[src/pbm_pkg.sv]
// Purpose: Shared constants and carriers for the PHY basic mode control block
// Assumes: One 50 MHz management clock; AXI4-Lite register access with 32-bit data
// Notes:   Control bits 15:8 sit in byte lane 1; bits 7:0 read as zero
package pbm_pkg;
	// ==========================================================
	// Bus geometry and register map
	localparam int                    AXI_ADDR_W     = 8;
	localparam int                    AXI_DATA_W     = 32;
	localparam int                    AXI_STRB_W     = 4;
	localparam logic [AXI_ADDR_W-1:0] OFS_BASIC_CTRL = 8'h00;
	localparam logic [AXI_ADDR_W-1:0] OFS_STATUS     = 8'h04;
	localparam logic [1:0]            RESP_OKAY      = 2'h0;
	localparam logic [1:0]            RESP_SLVERR    = 2'h2;
	localparam int                    CTRL_LANE      = 1;

	// ==========================================================
	// Control word field positions
	localparam int BIT_SWRESET   = 15;
	localparam int BIT_LOOPBACK  = 14;
	localparam int BIT_SPEED     = 13;
	localparam int BIT_ANEN      = 12;
	localparam int BIT_PWRDN     = 11;
	localparam int BIT_ISOLATE   = 10;
	localparam int BIT_ANRESTART = 9;
	localparam int BIT_DUPLEX    = 8;

	// ==========================================================
	// Control word reset values
	localparam logic RST_LOOPBACK  = 1'b0;
	localparam logic RST_SPEED     = 1'b1;
	localparam logic RST_ANEN      = 1'b1;
	localparam logic RST_PWRDN     = 1'b0;
	localparam logic RST_ISOLATE   = 1'b0;
	localparam logic RST_ANRESTART = 1'b0;
	localparam logic RST_DUPLEX    = 1'b1;

	// ==========================================================
	// Status word field positions
	localparam int STS_BUSY    = 0;
	localparam int STS_SPEED   = 1;
	localparam int STS_DUPLEX  = 2;
	localparam int STS_PWRDN   = 3;
	localparam int STS_PINPD   = 4;
	localparam int STS_ISOLATE = 5;
	localparam int STS_RESTART = 6;

	// ==========================================================
	// Timing
	localparam int CLK_PERIOD_NS = 20;
	localparam int SWRST_TIME_NS = 1000;
	localparam int SWRST_CYCLES  = (SWRST_TIME_NS + CLK_PERIOD_NS - 1) / CLK_PERIOD_NS;
	localparam int SYNC_W        = 2;
	localparam logic [SYNC_W-1:0] SYNC_RST = 2'h3;

	// ==========================================================
	// MII carriers
	typedef struct packed {
		logic       en;
		logic [3:0] d;
		logic       er;
	} pbm_mii_tx_s;

	typedef struct packed {
		logic       dv;
		logic [3:0] d;
		logic       er;
	} pbm_mii_rx_s;
endpackage : pbm_pkg

[src/pbm_basic_mode_control.sv]
// Purpose: Basic mode control word of a 10/100 PHY with an AXI4-Lite slave
// Assumes: Single 50 MHz clock; MII and negotiation engine share it
// Notes:   Hardware reset runs the same sequence as a software reset
//
// The AXI4-Lite interface to the registers was decided locally.
`timescale 1ns/1ps
// Contract
// - Writing one to bit 15 starts a full reset of the transceiver logic.
// - When that reset ends, bit 15 clears itself and the strap is captured again.
// - Bit 15 reads one while the reset runs and zero in normal operation.
// - Bit 14 loops MII transmit data back to MII receive and resets to zero.
// - With negotiation off, bit 13 picks 100 Mb/s at one and 10 Mb/s at zero, reset one.
// - With bit 12 at one, its reset value, bits 13 and 8 are ignored.
// - With bit 12 at zero, speed and duplex come straight from bits 13 and 8.
// - Bit 11 powers the transceiver down leaving only register access, reset zero.
// - Power down in effect is bit 11 ORed with the pin request.
// - A low level on the interrupt or power-down pin sets bit 11.
// - Bit 10 cuts the port off the MII but keeps management working, reset zero.
// - With negotiation off, bit 8 picks full duplex at one and half at zero.
// - Writing one to bit 9 restarts negotiation, reads one until it starts, else ignored.
module pbm_basic_mode_control
	import pbm_pkg::*;
#(
	parameter int SW_RESET_CYCLES = SWRST_CYCLES
) (
	input  wire logic                  core_clk,
	input  wire logic                  rst_b,
	input  wire logic [AXI_ADDR_W-1:0] s_axi_awaddr,
	input  wire logic                  s_axi_awvalid,
	output logic                       s_axi_awready,
	input  wire logic [AXI_DATA_W-1:0] s_axi_wdata,
	input  wire logic [AXI_STRB_W-1:0] s_axi_wstrb,
	input  wire logic                  s_axi_wvalid,
	output logic                       s_axi_wready,
	output logic [1:0]                 s_axi_bresp,
	output logic                       s_axi_bvalid,
	input  wire logic                  s_axi_bready,
	input  wire logic [AXI_ADDR_W-1:0] s_axi_araddr,
	input  wire logic                  s_axi_arvalid,
	output logic                       s_axi_arready,
	output logic [AXI_DATA_W-1:0]      s_axi_rdata,
	output logic [1:0]                 s_axi_rresp,
	output logic                       s_axi_rvalid,
	input  wire logic                  s_axi_rready,
	input  wire logic                  irqOrPowerdownPin_b,
	input  wire logic                  strapDuplexPin,
	input  wire logic                  anSpeed100,
	input  wire logic                  anFullDuplex,
	input  wire logic                  anStarted,
	input  wire pbm_mii_tx_s           miiTxIn,
	input  wire pbm_mii_rx_s           coreRxIn,
	output pbm_mii_rx_s                miiRxOut,
	output logic                       miiRxOe,
	output pbm_mii_tx_s                coreTxOut,
	output logic                       phyCoreReset,
	output logic                       pwrDown,
	output logic                       linkSpeed100,
	output logic                       linkFullDuplex,
	output logic                       anEnable,
	output logic                       anRestart
);
	// ==========================================================
	// Local widths
	localparam int CW = $clog2(SW_RESET_CYCLES + 1);
	localparam logic [CW-1:0] CNT_LOAD = CW'(SW_RESET_CYCLES);
	localparam logic [CW-1:0] CNT_ONE  = CW'(1);

	// Word-aligned address match, shared by both decoders
	function automatic logic regHit(
		input logic [AXI_ADDR_W-1:0] addr,
		input logic [AXI_ADDR_W-1:0] ofs
	);
		regHit = (addr[AXI_ADDR_W-1:2] == ofs[AXI_ADDR_W-1:2]);
	endfunction : regHit

	// ==========================================================
	// Pin synchronisation
	logic [SYNC_W-1:0] pinSync;
	wire               pinPwrDnReq = ~pinSync[1];
	wire               strapDuplex = pinSync[0];

	pbm_pin_sync #(
		.W       (SYNC_W),
		.RST_VAL (SYNC_RST)
	) uPinSync (
		.core_clk (core_clk),
		.rst_b    (rst_b),
		.pinIn    ({irqOrPowerdownPin_b, strapDuplexPin}),
		.pinOut   (pinSync)
	);

	// ==========================================================
	// Control state
	logic [CW-1:0] rstCnt_r;
	logic [CW-1:0] rstCnt_nxt;
	logic          loop_r;
	logic          speed_r;
	logic          anEn_r;
	logic          pd_r;
	logic          iso_r;
	logic          restart_r;
	logic          duplex_r;

	// ==========================================================
	// AXI4-Lite write channel state
	logic                  awTaken_r;
	logic                  wTaken_r;
	logic [AXI_ADDR_W-1:0] awAddr_r;
	logic [AXI_DATA_W-1:0] wData_r;
	logic [AXI_STRB_W-1:0] wStrb_r;

	// Write commits once both halves are held and no response is pending
	wire doWrite  = awTaken_r & wTaken_r & ~s_axi_bvalid;
	wire wrCtrl   = doWrite & regHit(awAddr_r, OFS_BASIC_CTRL);
	wire wrStatus = doWrite & regHit(awAddr_r, OFS_STATUS);
	wire wrMapped = wrCtrl | wrStatus;
	wire laneHit  = wStrb_r[CTRL_LANE];
	wire busy     = (rstCnt_r != '0);

	// Control writes only count with lane 1 enabled and no reset running
	wire ctrlWe    = wrCtrl & laneHit & ~busy;
	wire wrReset   = ctrlWe & wData_r[BIT_SWRESET];
	wire wrFields  = ctrlWe & ~wData_r[BIT_SWRESET];
	wire rstDone   = (rstCnt_r == CNT_ONE);
	wire newAnEn   = wData_r[BIT_ANEN];
	wire restartWr = wrFields & newAnEn & wData_r[BIT_ANRESTART];

	// Reset counter loads on a reset write and runs down to idle
	always_comb begin
		rstCnt_nxt = rstCnt_r;
		if (wrReset) begin
			rstCnt_nxt = CNT_LOAD;
		end else if (busy) begin
			rstCnt_nxt = rstCnt_r - CNT_ONE;
		end
	end

	// Hardware reset loads the counter so straps settle before capture
	always_ff @(posedge core_clk) begin
		if (!rst_b) begin
			rstCnt_r <= CNT_LOAD;
		end else begin
			rstCnt_r <= rstCnt_nxt;
		end
	end

	// ==========================================================
	// Control fields
	// During the reset sequence every field but duplex is held at its default
	always_ff @(posedge core_clk) begin
		if (!rst_b || busy || wrReset) begin
			loop_r  <= RST_LOOPBACK;
			speed_r <= RST_SPEED;
			anEn_r  <= RST_ANEN;
			iso_r   <= RST_ISOLATE;
		end else if (wrFields) begin
			loop_r  <= wData_r[BIT_LOOPBACK];
			speed_r <= wData_r[BIT_SPEED];
			anEn_r  <= newAnEn;
			iso_r   <= wData_r[BIT_ISOLATE];
		end
	end

	// Pin request wins over a software clear of the power-down bit
	always_ff @(posedge core_clk) begin
		if (!rst_b || busy || wrReset) begin
			pd_r <= RST_PWRDN;
		end else if (pinPwrDnReq) begin
			pd_r <= 1'b1;
		end else if (wrFields) begin
			pd_r <= wData_r[BIT_PWRDN];
		end
	end

	// Duplex takes the strap at the end of each reset sequence
	always_ff @(posedge core_clk) begin
		if (!rst_b) begin
			duplex_r <= RST_DUPLEX;
		end else if (rstDone) begin
			duplex_r <= strapDuplex;
		end else if (wrFields) begin
			duplex_r <= wData_r[BIT_DUPLEX];
		end
	end

	// A fresh restart write beats the engine's start pulse in the same cycle
	always_ff @(posedge core_clk) begin
		if (!rst_b || busy || wrReset) begin
			restart_r <= RST_ANRESTART;
		end else if (restartWr) begin
			restart_r <= 1'b1;
		end else if (anStarted || !anEn_r) begin
			restart_r <= 1'b0;
		end
	end

	// ==========================================================
	// Effective operating mode
	wire effPwrDn  = pd_r | pinPwrDnReq;
	wire effSpeed  = anEn_r ? anSpeed100 : speed_r;
	wire effDuplex = anEn_r ? anFullDuplex : duplex_r;
	wire quiet     = effPwrDn | busy | wrReset;

	// Mode outputs are registered so every output leaves a flip-flop
	always_ff @(posedge core_clk) begin
		if (!rst_b) begin
			phyCoreReset   <= 1'b1;
			pwrDown        <= 1'b0;
			linkSpeed100   <= RST_SPEED;
			linkFullDuplex <= RST_DUPLEX;
			anEnable       <= RST_ANEN;
			anRestart      <= RST_ANRESTART;
		end else begin
			phyCoreReset   <= busy | wrReset;
			pwrDown        <= effPwrDn;
			linkSpeed100   <= effSpeed;
			linkFullDuplex <= effDuplex;
			anEnable       <= anEn_r;
			anRestart      <= restart_r & anEn_r;
		end
	end

	// ==========================================================
	// MII steering
	// Isolation releases the receive drivers so other PHYs may share the MAC
	pbm_mii_path uMiiPath (
		.core_clk (core_clk),
		.rst_b    (rst_b),
		.loopback (loop_r),
		.isolate  (iso_r),
		.quiet    (quiet),
		.macTx    (miiTxIn),
		.coreRx   (coreRxIn),
		.macRx    (miiRxOut),
		.macRxOe  (miiRxOe),
		.coreTx   (coreTxOut)
	);

	// ==========================================================
	// Read data assembly
	logic [AXI_DATA_W-1:0] ctrlWord;
	logic [AXI_DATA_W-1:0] statusWord;

	// Unused bits read as zero; bit 15 mirrors the running reset
	always_comb begin
		ctrlWord                = '0;
		ctrlWord[BIT_SWRESET]   = busy;
		ctrlWord[BIT_LOOPBACK]  = loop_r;
		ctrlWord[BIT_SPEED]     = speed_r;
		ctrlWord[BIT_ANEN]      = anEn_r;
		ctrlWord[BIT_PWRDN]     = pd_r;
		ctrlWord[BIT_ISOLATE]   = iso_r;
		ctrlWord[BIT_ANRESTART] = restart_r;
		ctrlWord[BIT_DUPLEX]    = duplex_r;
	end

	// Status shows what the port really runs with
	always_comb begin
		statusWord              = '0;
		statusWord[STS_BUSY]    = busy;
		statusWord[STS_SPEED]   = effSpeed;
		statusWord[STS_DUPLEX]  = effDuplex;
		statusWord[STS_PWRDN]   = effPwrDn;
		statusWord[STS_PINPD]   = pinPwrDnReq;
		statusWord[STS_ISOLATE] = iso_r;
		statusWord[STS_RESTART] = restart_r;
	end

	wire rdCtrl   = regHit(s_axi_araddr, OFS_BASIC_CTRL);
	wire rdStatus = regHit(s_axi_araddr, OFS_STATUS);
	wire arFire   = s_axi_arvalid & s_axi_arready;
	wire [AXI_DATA_W-1:0] rdMux = rdCtrl ? ctrlWord : (rdStatus ? statusWord : '0);
	wire [1:0]            rdResp = (rdCtrl | rdStatus) ? RESP_OKAY : RESP_SLVERR;

	// ==========================================================
	// AXI4-Lite write address and data capture
	// Address and data are accepted independently, in either order
	always_ff @(posedge core_clk) begin
		if (!rst_b) begin
			awTaken_r <= 1'b0;
			awAddr_r  <= '0;
		end else if (s_axi_awvalid && s_axi_awready) begin
			awTaken_r <= 1'b1;
			awAddr_r  <= s_axi_awaddr;
		end else if (s_axi_bvalid && s_axi_bready) begin
			awTaken_r <= 1'b0;
		end
	end

	always_ff @(posedge core_clk) begin
		if (!rst_b) begin
			wTaken_r <= 1'b0;
			wData_r  <= '0;
			wStrb_r  <= '0;
		end else if (s_axi_wvalid && s_axi_wready) begin
			wTaken_r <= 1'b1;
			wData_r  <= s_axi_wdata;
			wStrb_r  <= s_axi_wstrb;
		end else if (s_axi_bvalid && s_axi_bready) begin
			wTaken_r <= 1'b0;
		end
	end

	// Ready drops on acceptance and returns once the response is taken
	always_ff @(posedge core_clk) begin
		if (!rst_b) begin
			s_axi_awready <= 1'b1;
			s_axi_wready  <= 1'b1;
		end else begin
			if (s_axi_awvalid && s_axi_awready) begin
				s_axi_awready <= 1'b0;
			end else if (s_axi_bvalid && s_axi_bready) begin
				s_axi_awready <= 1'b1;
			end
			if (s_axi_wvalid && s_axi_wready) begin
				s_axi_wready <= 1'b0;
			end else if (s_axi_bvalid && s_axi_bready) begin
				s_axi_wready <= 1'b1;
			end
		end
	end

	// ==========================================================
	// AXI4-Lite write response
	// A write during the reset sequence is acknowledged but has no effect
	always_ff @(posedge core_clk) begin
		if (!rst_b) begin
			s_axi_bvalid <= 1'b0;
			s_axi_bresp  <= RESP_OKAY;
		end else if (doWrite) begin
			s_axi_bvalid <= 1'b1;
			s_axi_bresp  <= wrMapped ? RESP_OKAY : RESP_SLVERR;
		end else if (s_axi_bready) begin
			s_axi_bvalid <= 1'b0;
		end
	end

	// ==========================================================
	// AXI4-Lite read channel
	// Reads stay live in power down so software can wake the port
	always_ff @(posedge core_clk) begin
		if (!rst_b) begin
			s_axi_arready <= 1'b1;
			s_axi_rvalid  <= 1'b0;
			s_axi_rdata   <= '0;
			s_axi_rresp   <= RESP_OKAY;
		end else if (arFire) begin
			s_axi_arready <= 1'b0;
			s_axi_rvalid  <= 1'b1;
			s_axi_rdata   <= rdMux;
			s_axi_rresp   <= rdResp;
		end else if (s_axi_rvalid && s_axi_rready) begin
			s_axi_arready <= 1'b1;
			s_axi_rvalid  <= 1'b0;
		end
	end
endmodule : pbm_basic_mode_control

[src/pbm_pin_sync.sv]
// Purpose: Three-stage synchroniser with agreement filter for pin inputs
// Assumes: Inputs are asynchronous to core_clk
// Notes:   Output moves only when stages two and three agree
`timescale 1ns/1ps
module pbm_pin_sync #(
	parameter int             W       = 2,
	parameter logic [W-1:0]   RST_VAL = '1
) (
	input  wire logic         core_clk,
	input  wire logic         rst_b,
	input  wire logic [W-1:0] pinIn,
	output logic      [W-1:0] pinOut
);
	// ==========================================================
	// Stages
	logic [W-1:0] stage1_r;
	logic [W-1:0] stage2_r;
	logic [W-1:0] stage3_r;
	wire  [W-1:0] agree = ~(stage2_r ^ stage3_r);

	// Stage one feeds stage two only, so no logic sees a metastable value
	always_ff @(posedge core_clk) begin
		if (!rst_b) begin
			stage1_r <= RST_VAL;
			stage2_r <= RST_VAL;
			stage3_r <= RST_VAL;
			pinOut   <= RST_VAL;
		end else begin
			stage1_r <= pinIn;
			stage2_r <= stage1_r;
			stage3_r <= stage2_r;
			pinOut   <= (agree & stage3_r) | (~agree & pinOut);
		end
	end
endmodule : pbm_pin_sync

[src/pbm_mii_path.sv]
// Purpose: MII data steering for loopback, isolation and quiet states
// Assumes: MII signals are on core_clk
// Notes:   One register stage on every path
`timescale 1ns/1ps
module pbm_mii_path
	import pbm_pkg::*;
(
	input  wire logic        core_clk,
	input  wire logic        rst_b,
	input  wire logic        loopback,
	input  wire logic        isolate,
	input  wire logic        quiet,
	input  wire pbm_mii_tx_s macTx,
	input  wire pbm_mii_rx_s coreRx,
	output pbm_mii_rx_s      macRx,
	output logic             macRxOe,
	output pbm_mii_tx_s      coreTx
);
	// ==========================================================
	// Steering
	wire         txBlocked = loopback | isolate | quiet;
	wire         rxMuted   = isolate | quiet;
	pbm_mii_rx_s loopRx;
	pbm_mii_rx_s rxSrc;
	assign loopRx = '{dv: macTx.en, d: macTx.d, er: macTx.er};
	assign rxSrc  = loopback ? loopRx : coreRx;

	// Loopback keeps looped frames off the line side
	always_ff @(posedge core_clk) begin
		if (!rst_b) begin
			macRx   <= '0;
			macRxOe <= 1'b0;
			coreTx  <= '0;
		end else begin
			macRx   <= rxMuted ? '0 : rxSrc;
			macRxOe <= ~isolate;
			coreTx  <= txBlocked ? '0 : macTx;
		end
	end
endmodule : pbm_mii_path

[config.mk]
export PLATFORM = sky130hd
export DESIGN_NAME = pbm_basic_mode_control
export DESIGN_NICKNAME = d
export VERILOG_FILES = /design/src/pbm_pkg.sv /design/src/pbm_basic_mode_control.sv /design/src/pbm_pin_sync.sv /design/src/pbm_mii_path.sv
export SDC_FILE = /design/constraint.sdc
export NUM_CORES = 1
export LEC_CHECK = 0
export ABC_AREA = 1
export BUFFER_PORTS_ARGS = -buffer_cell sky130_fd_sc_hd__buf_2
export CAP_MARGIN = 10
export CELL_PAD_IN_SITES_DETAIL_PLACEMENT = 0
export CELL_PAD_IN_SITES_GLOBAL_PLACEMENT = 1
export CORE_ASPECT_RATIO = 1.1
export CORE_MARGIN = 3
export CORE_UTILIZATION = 36
export DETAILED_ROUTE_END_ITERATION = 10
export PLACE_DENSITY = 0.9
export SLEW_MARGIN = 20
export SYNTH_ARGS = -nofsm -noshare
export SYNTH_HDL_FRONTEND = slang
export SYNTH_HIERARCHICAL = 1
export SYNTH_SLANG_ARGS = --single-unit
[constraint.sdc]
create_clock -name core_clk -period 3.1 [get_ports core_clk]
set_clock_uncertainty 0.05 [all_clocks]
set_input_delay 0.62 -clock core_clk [delete_from_list [all_inputs] [get_ports core_clk]]
set_output_delay 0.62 -clock core_clk [all_outputs]
set_load 0.02 [all_outputs]
[Word-level counts from Yosys, hierarchy flattened]
Cells that the tools add are included.
Storage, ports and cells
  flip-flop bits (word level): 109
  latch bits: 0
  RAM bits: 0
  ROM bits: 0
  memories kept: 0
Cells by class
  add/subtract/negate cells: 1
  multiply operators: 0
  divide/modulo/power cells: 0
  magnitude comparators: 0
  equal/unequal tests: 4
  shift operators: 0
  muxes and demuxes: 25
  bitwise operators: 33
  reductions and logical operators: 21
Operators with widths (count)
  2-to-1 mux 1 bit: 20
  == test 6 x 1 -> 1 bit (second input constant): 3
  2-to-1 mux 16 bit: 1
  AND 1 bit: 12
  zero test 6 bit: 2
  nonzero test 2 bit: 6
  bitwise OR 1 bit: 9
  2-to-1 mux 7 bit: 1
  2-to-1 mux 6 bit: 1
  NOT 1 bit: 6
  nonzero test 6 bit: 1
  OR reduction 2 bit: 3
  subtractor 6 x 1 -> 6 bit (second input constant): 1
  AND 2 bit: 2
  logical AND 1 bit: 4
  2-to-1 mux 2 bit: 2
  NOT 2 bit: 2
  logical OR 1 bit: 3
  zero test 1 bit: 2
  != test 2 bit (second input constant): 1
  bitwise OR 2 bit: 1
  XOR 2 bit: 1

[Depth between registers and ports, before layout]
  depth in word-level cells: 9
  gate-level depth with buffers: 9

[By module]
The synthesis kept the hierarchy.
Modules (own cells, without submodules)
  pbm_basic_mode_control: instances 1, cells each 303, area each 2429.8 sq um, sequential area each 1161.1 sq um
  pbm_mii_path: instances 1, cells each 68, area each 475.5 sq um, sequential area each 260.2 sq um
  pbm_pin_sync: instances 1, cells each 35, area each 274.0 sq um, sequential area each 160.2 sq um

[Worst setup path before layout]
Ideal clock, no wire load.
  path kind: reg2reg
  start point: reg rstCnt_r[0]
  end point: reg uMiiPath/coreTx[0] (netlist bit)
  library setup time: 0.119 ns
  arrival: 1.376 ns
  data required time: 2.931 ns
  path slack: 1.555 ns
  cell stages (with the launch flop): 10
  path buffers: 0
  path through: dfxtp_1 -> inv_1 -> ha_1 -> nand3_4 -> nor2_4 -> nand3_2 -> nand4_1 -> nor2_1 -> nand3_1 -> nor2_1
Between the ends
  longest elaborated chain between the ends: 7
  elaborated cells between the ends (all ways): 8
Ends and longest elaborated chain
  start: declaration: line pbm_basic_mode_control.sv:94  | logic [CW-1:0] rstCnt_r;
  start signal: assignment: line pbm_basic_mode_control.sv:143  | rstCnt_r <= rstCnt_nxt;
  nonzero test 6 bit *: line pbm_basic_mode_control.sv:118  | wire busy = (rstCnt_r != '0);
  NOT 1 bit: line pbm_basic_mode_control.sv:121  | wire ctrlWe = wrCtrl & laneHit & ~busy;
  AND 1 bit: line pbm_basic_mode_control.sv:121
  AND 1 bit: line pbm_basic_mode_control.sv:122  | wire wrReset = ctrlWe & wData_r[BIT_SWRESET];
  bitwise OR 1 bit *: line pbm_basic_mode_control.sv:202  | wire quiet = effPwrDn | busy | wrReset;
  net quiet: line pbm_basic_mode_control.sv:202
  bitwise OR 1 bit *: line pbm_mii_path.sv:21  | wire txBlocked = loopback | isolate | quiet;
  OR reduction 2 bit (no line) *
  end signal: assignment: line pbm_mii_path.sv:37  | coreTx <= txBlocked ? '0 : macTx;
  end: declaration: line pbm_mii_path.sv:17  | output pbm_mii_tx_s coreTx
Mark *: on every way through the listed nets, which the timed path passes. The rest lies on a longest branch.
A chain may end at the register's enable or synchronous reset.

[Worst setup path after layout]
Same ends and word-level chain as after synthesis.

==> metrics.md <==
| Metric | Value |
|---|---|
| Status | `finished, final reports clean` |
| Final Max Slew Viols | `0` |
| Critical Path RT | `about 3.3 ns` |
| CP Max Fanout | `7` |
| DR vias | `2,687` |
| Final setup viols | `0` |
| Die width | `95.6 um` |
| Worst-Skew Late Latency | `roughly 0.35 ns` |
| Synth warn | `6` |
| Post-synth EDFFs | `0` |
| CP top delay family | `simple AND/OR/NAND/NOR gates` |
| Reg2reg start | `rstCnt_r[0]` |
| Post-Synthesis Cell Area | `roughly 3200 um^2` |
| Site Rows | `35` |
| Seq/Total Area, Yosys | `49.7%` |
| Worst slew pin tran | `roughly 0.53 ns` |
| Critical path cell sequence | `inv_1 > ha_1 > nand3_4 > inv_1 > nand4_1 > nor2_1 > nand3_1 > nor2_1` |
| Synth area leaders | `dfxtp_1, nor2_1, nand2_1` |
| Maximum Capacitance Violations | `0` |
| WL/cell | `between 10 and 15 um` |
| Post-Route WL | `slightly below 7000 um` |
| Via/cell ratio | `around 4.4` |
| Die height | `between 100 and 150 um` |
| Total CTS buffers | `9` |
| Cell count after synthesis | `between 400 and 500` |
| Worst rel slew slack | `between 60% and 70%` |
| Antenna diodes | `0` |
| Syn avg cell area | `approximately 7.8 um^2` |
| Clk root buf | `clkbuf_8` |
| Reg2reg path depth | `8` |
| Final hold vios | `0` |
| Cell with the most instances after synthesis | `dfxtp_1` |
| Worst R2R End | `uMiiPath/coreTx[0]` |
| Layout cell share with drive strength beyond 1 | `a little under a quarter` |
| Total global-route track usage | `about 14%` |
| DRT antenna net count | `0` |
| HP Class | `reg -> reg` |
| GRT Residual Overflow | `0` |
| Post-DP HPWL | `around 5000 um` |
| Core area | `about 8500 um^2` |
| Post-synth top area share | `between 40% and 50%` |
| Synth area leader | `dfxtp_1` |
| Pwr Density | `~530 nW/um^2` |
| Hold buffer count at CTS | `0` |
| Setup WS post-layout | `1.21 ns` |
| R2R Setup Slk | `roughly 1.2 ns` |
| Clock Path Buffers | `2` |
| Kind of critical path | `reg -> reg` |
| Slowest cell on crit path | `dfxtp_1` |
| Synth Flop Type | `dfxtp_1` |
| PortBufs | `85` |
| Vias in the first global route | `2,442` |
| Min-Delay Path Depth | `2` |
| Initial antenna violation count | `0` |
| Worst ir drop on vdd | `~0.22 mV` |
| Ports | `around 140` |
| Synth Register Bits | `79` |
| Post_cts resized | `0` |
| Setup TNS | `0 ns` |
| Die area | `~10000 um^2` |
| Post-synth ARST share | `0%` |
| CTS tree | `built` |
| Max stage delay on crit path | `roughly 0.34 ns` |
| Clock sink count | `79` |
| Leak pwr | `1.93 nW` |
| Most instantiated cells after synthesis | `dfxtp_1, nor2_1, nand2_1` |
| DRT iter0 DRCs | `roughly 120` |
| RSZ-0062 raised after global routing | `false` |
| Worst setup SP type | `register` |
| Final nets | `around 570` |
| CP endpoint kind | `register` |
| Levels on crit path | `8` |
| Placed cells | `~590` |
| Period utilization | `about three fifths` |
| Largest net degree at the start of global routing | `25` |
| Synth-to-layout area growth | `19.3%` |
| CTS H-tree depth | `3` |
| Hold path start | `uPinSync/stage1_r[0]` |
| Non-Filler Instances | `608` |
| DP Worst Slack | `~1.2 ns` |
| First-pass GRT wire length | `between 10,000 and 15,000 um` |
| Postcts setup bufs | `0` |
| Max Clock Freq | `~0.53 GHz` |
| Clock period minus worst slack | `about 1.9 ns` |
| DR DRC count | `0` |
| Hold EP | `uPinSync/stage2_r[0]` |
| CP bufs+invs | `2` |
| Initial core utilization | `37.4%` |
| Placer congestion estimate | `just under 0.8` |
| Clk slew on worst S/H paths | `about 0.080 ns` |
| Drt pass-1 iters | `4` |
| Critical Path AT | `between 2 and 2.5 ns` |
| Number of distinct library cells after synthesis | `33` |
## power by group
part           leakage (nW)  internal, mW  total [mW]  switching (mW)
sequential            0.647          1.06        1.09          0.0312
combinational          1.20        0.0787       0.224           0.146
clock                0.0781         0.311       0.680           0.369
total                  1.93          1.45        1.99           0.546
## per-layer routing
layer | wire length [um] | track usage (%) | vias up
met5 | 0 | 0 | -
met4 | 110 | 5.18 | 0
met3 | 473 | 4.61 | 8
met2 | 3200 | 22.7 | 83
met1 | 2960 | 15.9 | 1187
li1 | - | - | 1409
## cells in the final DEF, fill, tap and decap left out, types with 2 or more instances in the layout
master      netlist  layout
o21ai_0          19      19
nand2_1          69      69
nand2_2           4       4
nand3_4           3       3
xnor2_1           2       2
buf_4            19       2
nand4_1           6       6
nor2_4            3       3
buf_2             1      85
a211oi_1          2       2
conb_1            1      19
inv_2             2       2
inv_1            48      48
nor2_1           75      75
nor3_1            5       5
nand3_1          23      23
a21oi_1          23      23
dfxtp_1          79      79
clkinvlp_4        0       3
clkbuf_8          1      10
ha_1              3       3
## logic make-up after synthesis
family | count (synthesis) | share of synthesized area (%)
buffers and inverters | 81 | 12.7
DFF | 79 | 49.7
other | 1 | 0.118
xor gates and xnor gates | 2 | 0.551
and+or+nand+nor | 192 | 27.4
AOI/OAI and AO/OA | 48 | 8.30
adders and majority gates | 3 | 1.18
## worst max path at each step
stage	start	endpoint
after CTS	rstCnt_r[0]	uMiiPath/coreTx[1]
after floorplan	rstCnt_r[0]	uMiiPath/coreTx[0]
after global placement	rstCnt_r[0]	uMiiPath/coreTx[5]
after detailed placement	rstCnt_r[0]	uMiiPath/macRx[4]
after global routing	rstCnt_r[1]	uMiiPath/coreTx[5]
final	rstCnt_r[0]	uMiiPath/coreTx[0]
## registers in the layout (all words and copies together), names as in the netlist, 2 cells and up, named ones only
name	cells
s_axi_rdata	15
wData_r	8
awAddr_r	6
rstCnt_r	6
uMiiPath/coreTx	6
uMiiPath/macRx	6
uPinSync/stage1_r	2
uPinSync/stage2_r	2
uPinSync/stage3_r	2
## stage by stage
| step | hold slack [ns] | cell area [um^2] | power [mW] | utilization, % |
|---|---|---|---|---|
| 3_5_place_dp | 0.342 | 3620 | 1.34 | 42.6 |
| 3_3_place_gp | 0.335 | 3620 | 1.33 | 42.6 |
| 4_1_cts | 0.361 | 3790 | 2.02 | 44.6 |
| 2_1_floorplan | 0.330 | 3250 | 1.29 | - |
| 5_1_grt | 0.384 | 3790 | 2.09 | 44.6 |
| 6_report | 0.355 | 3790 | 1.99 | 44.6 |
## worst reg2reg max path, cell delays in order (launching register included)
cell and delay [ns]:
dfxtp_1 0.34, inv_1 0.13, ha_1 0.26, nand3_4 0.16, inv_1 0.26, nand4_1 0.13
nor2_1 0.13, nand3_1 0.22, nor2_1 0.15
## area by class of cell
type | count | area, um^2
multi-input combinational | 264 | 1260
tap | 111 | 139
timing repair buffer | 87 | 440
fill | 924 | 4700
inverter | 52 | 196
clock inverter | 4 | 31.3
sequential | 79 | 1580
clock buffer | 11 | 141
(Power assumes the default switching activity.)
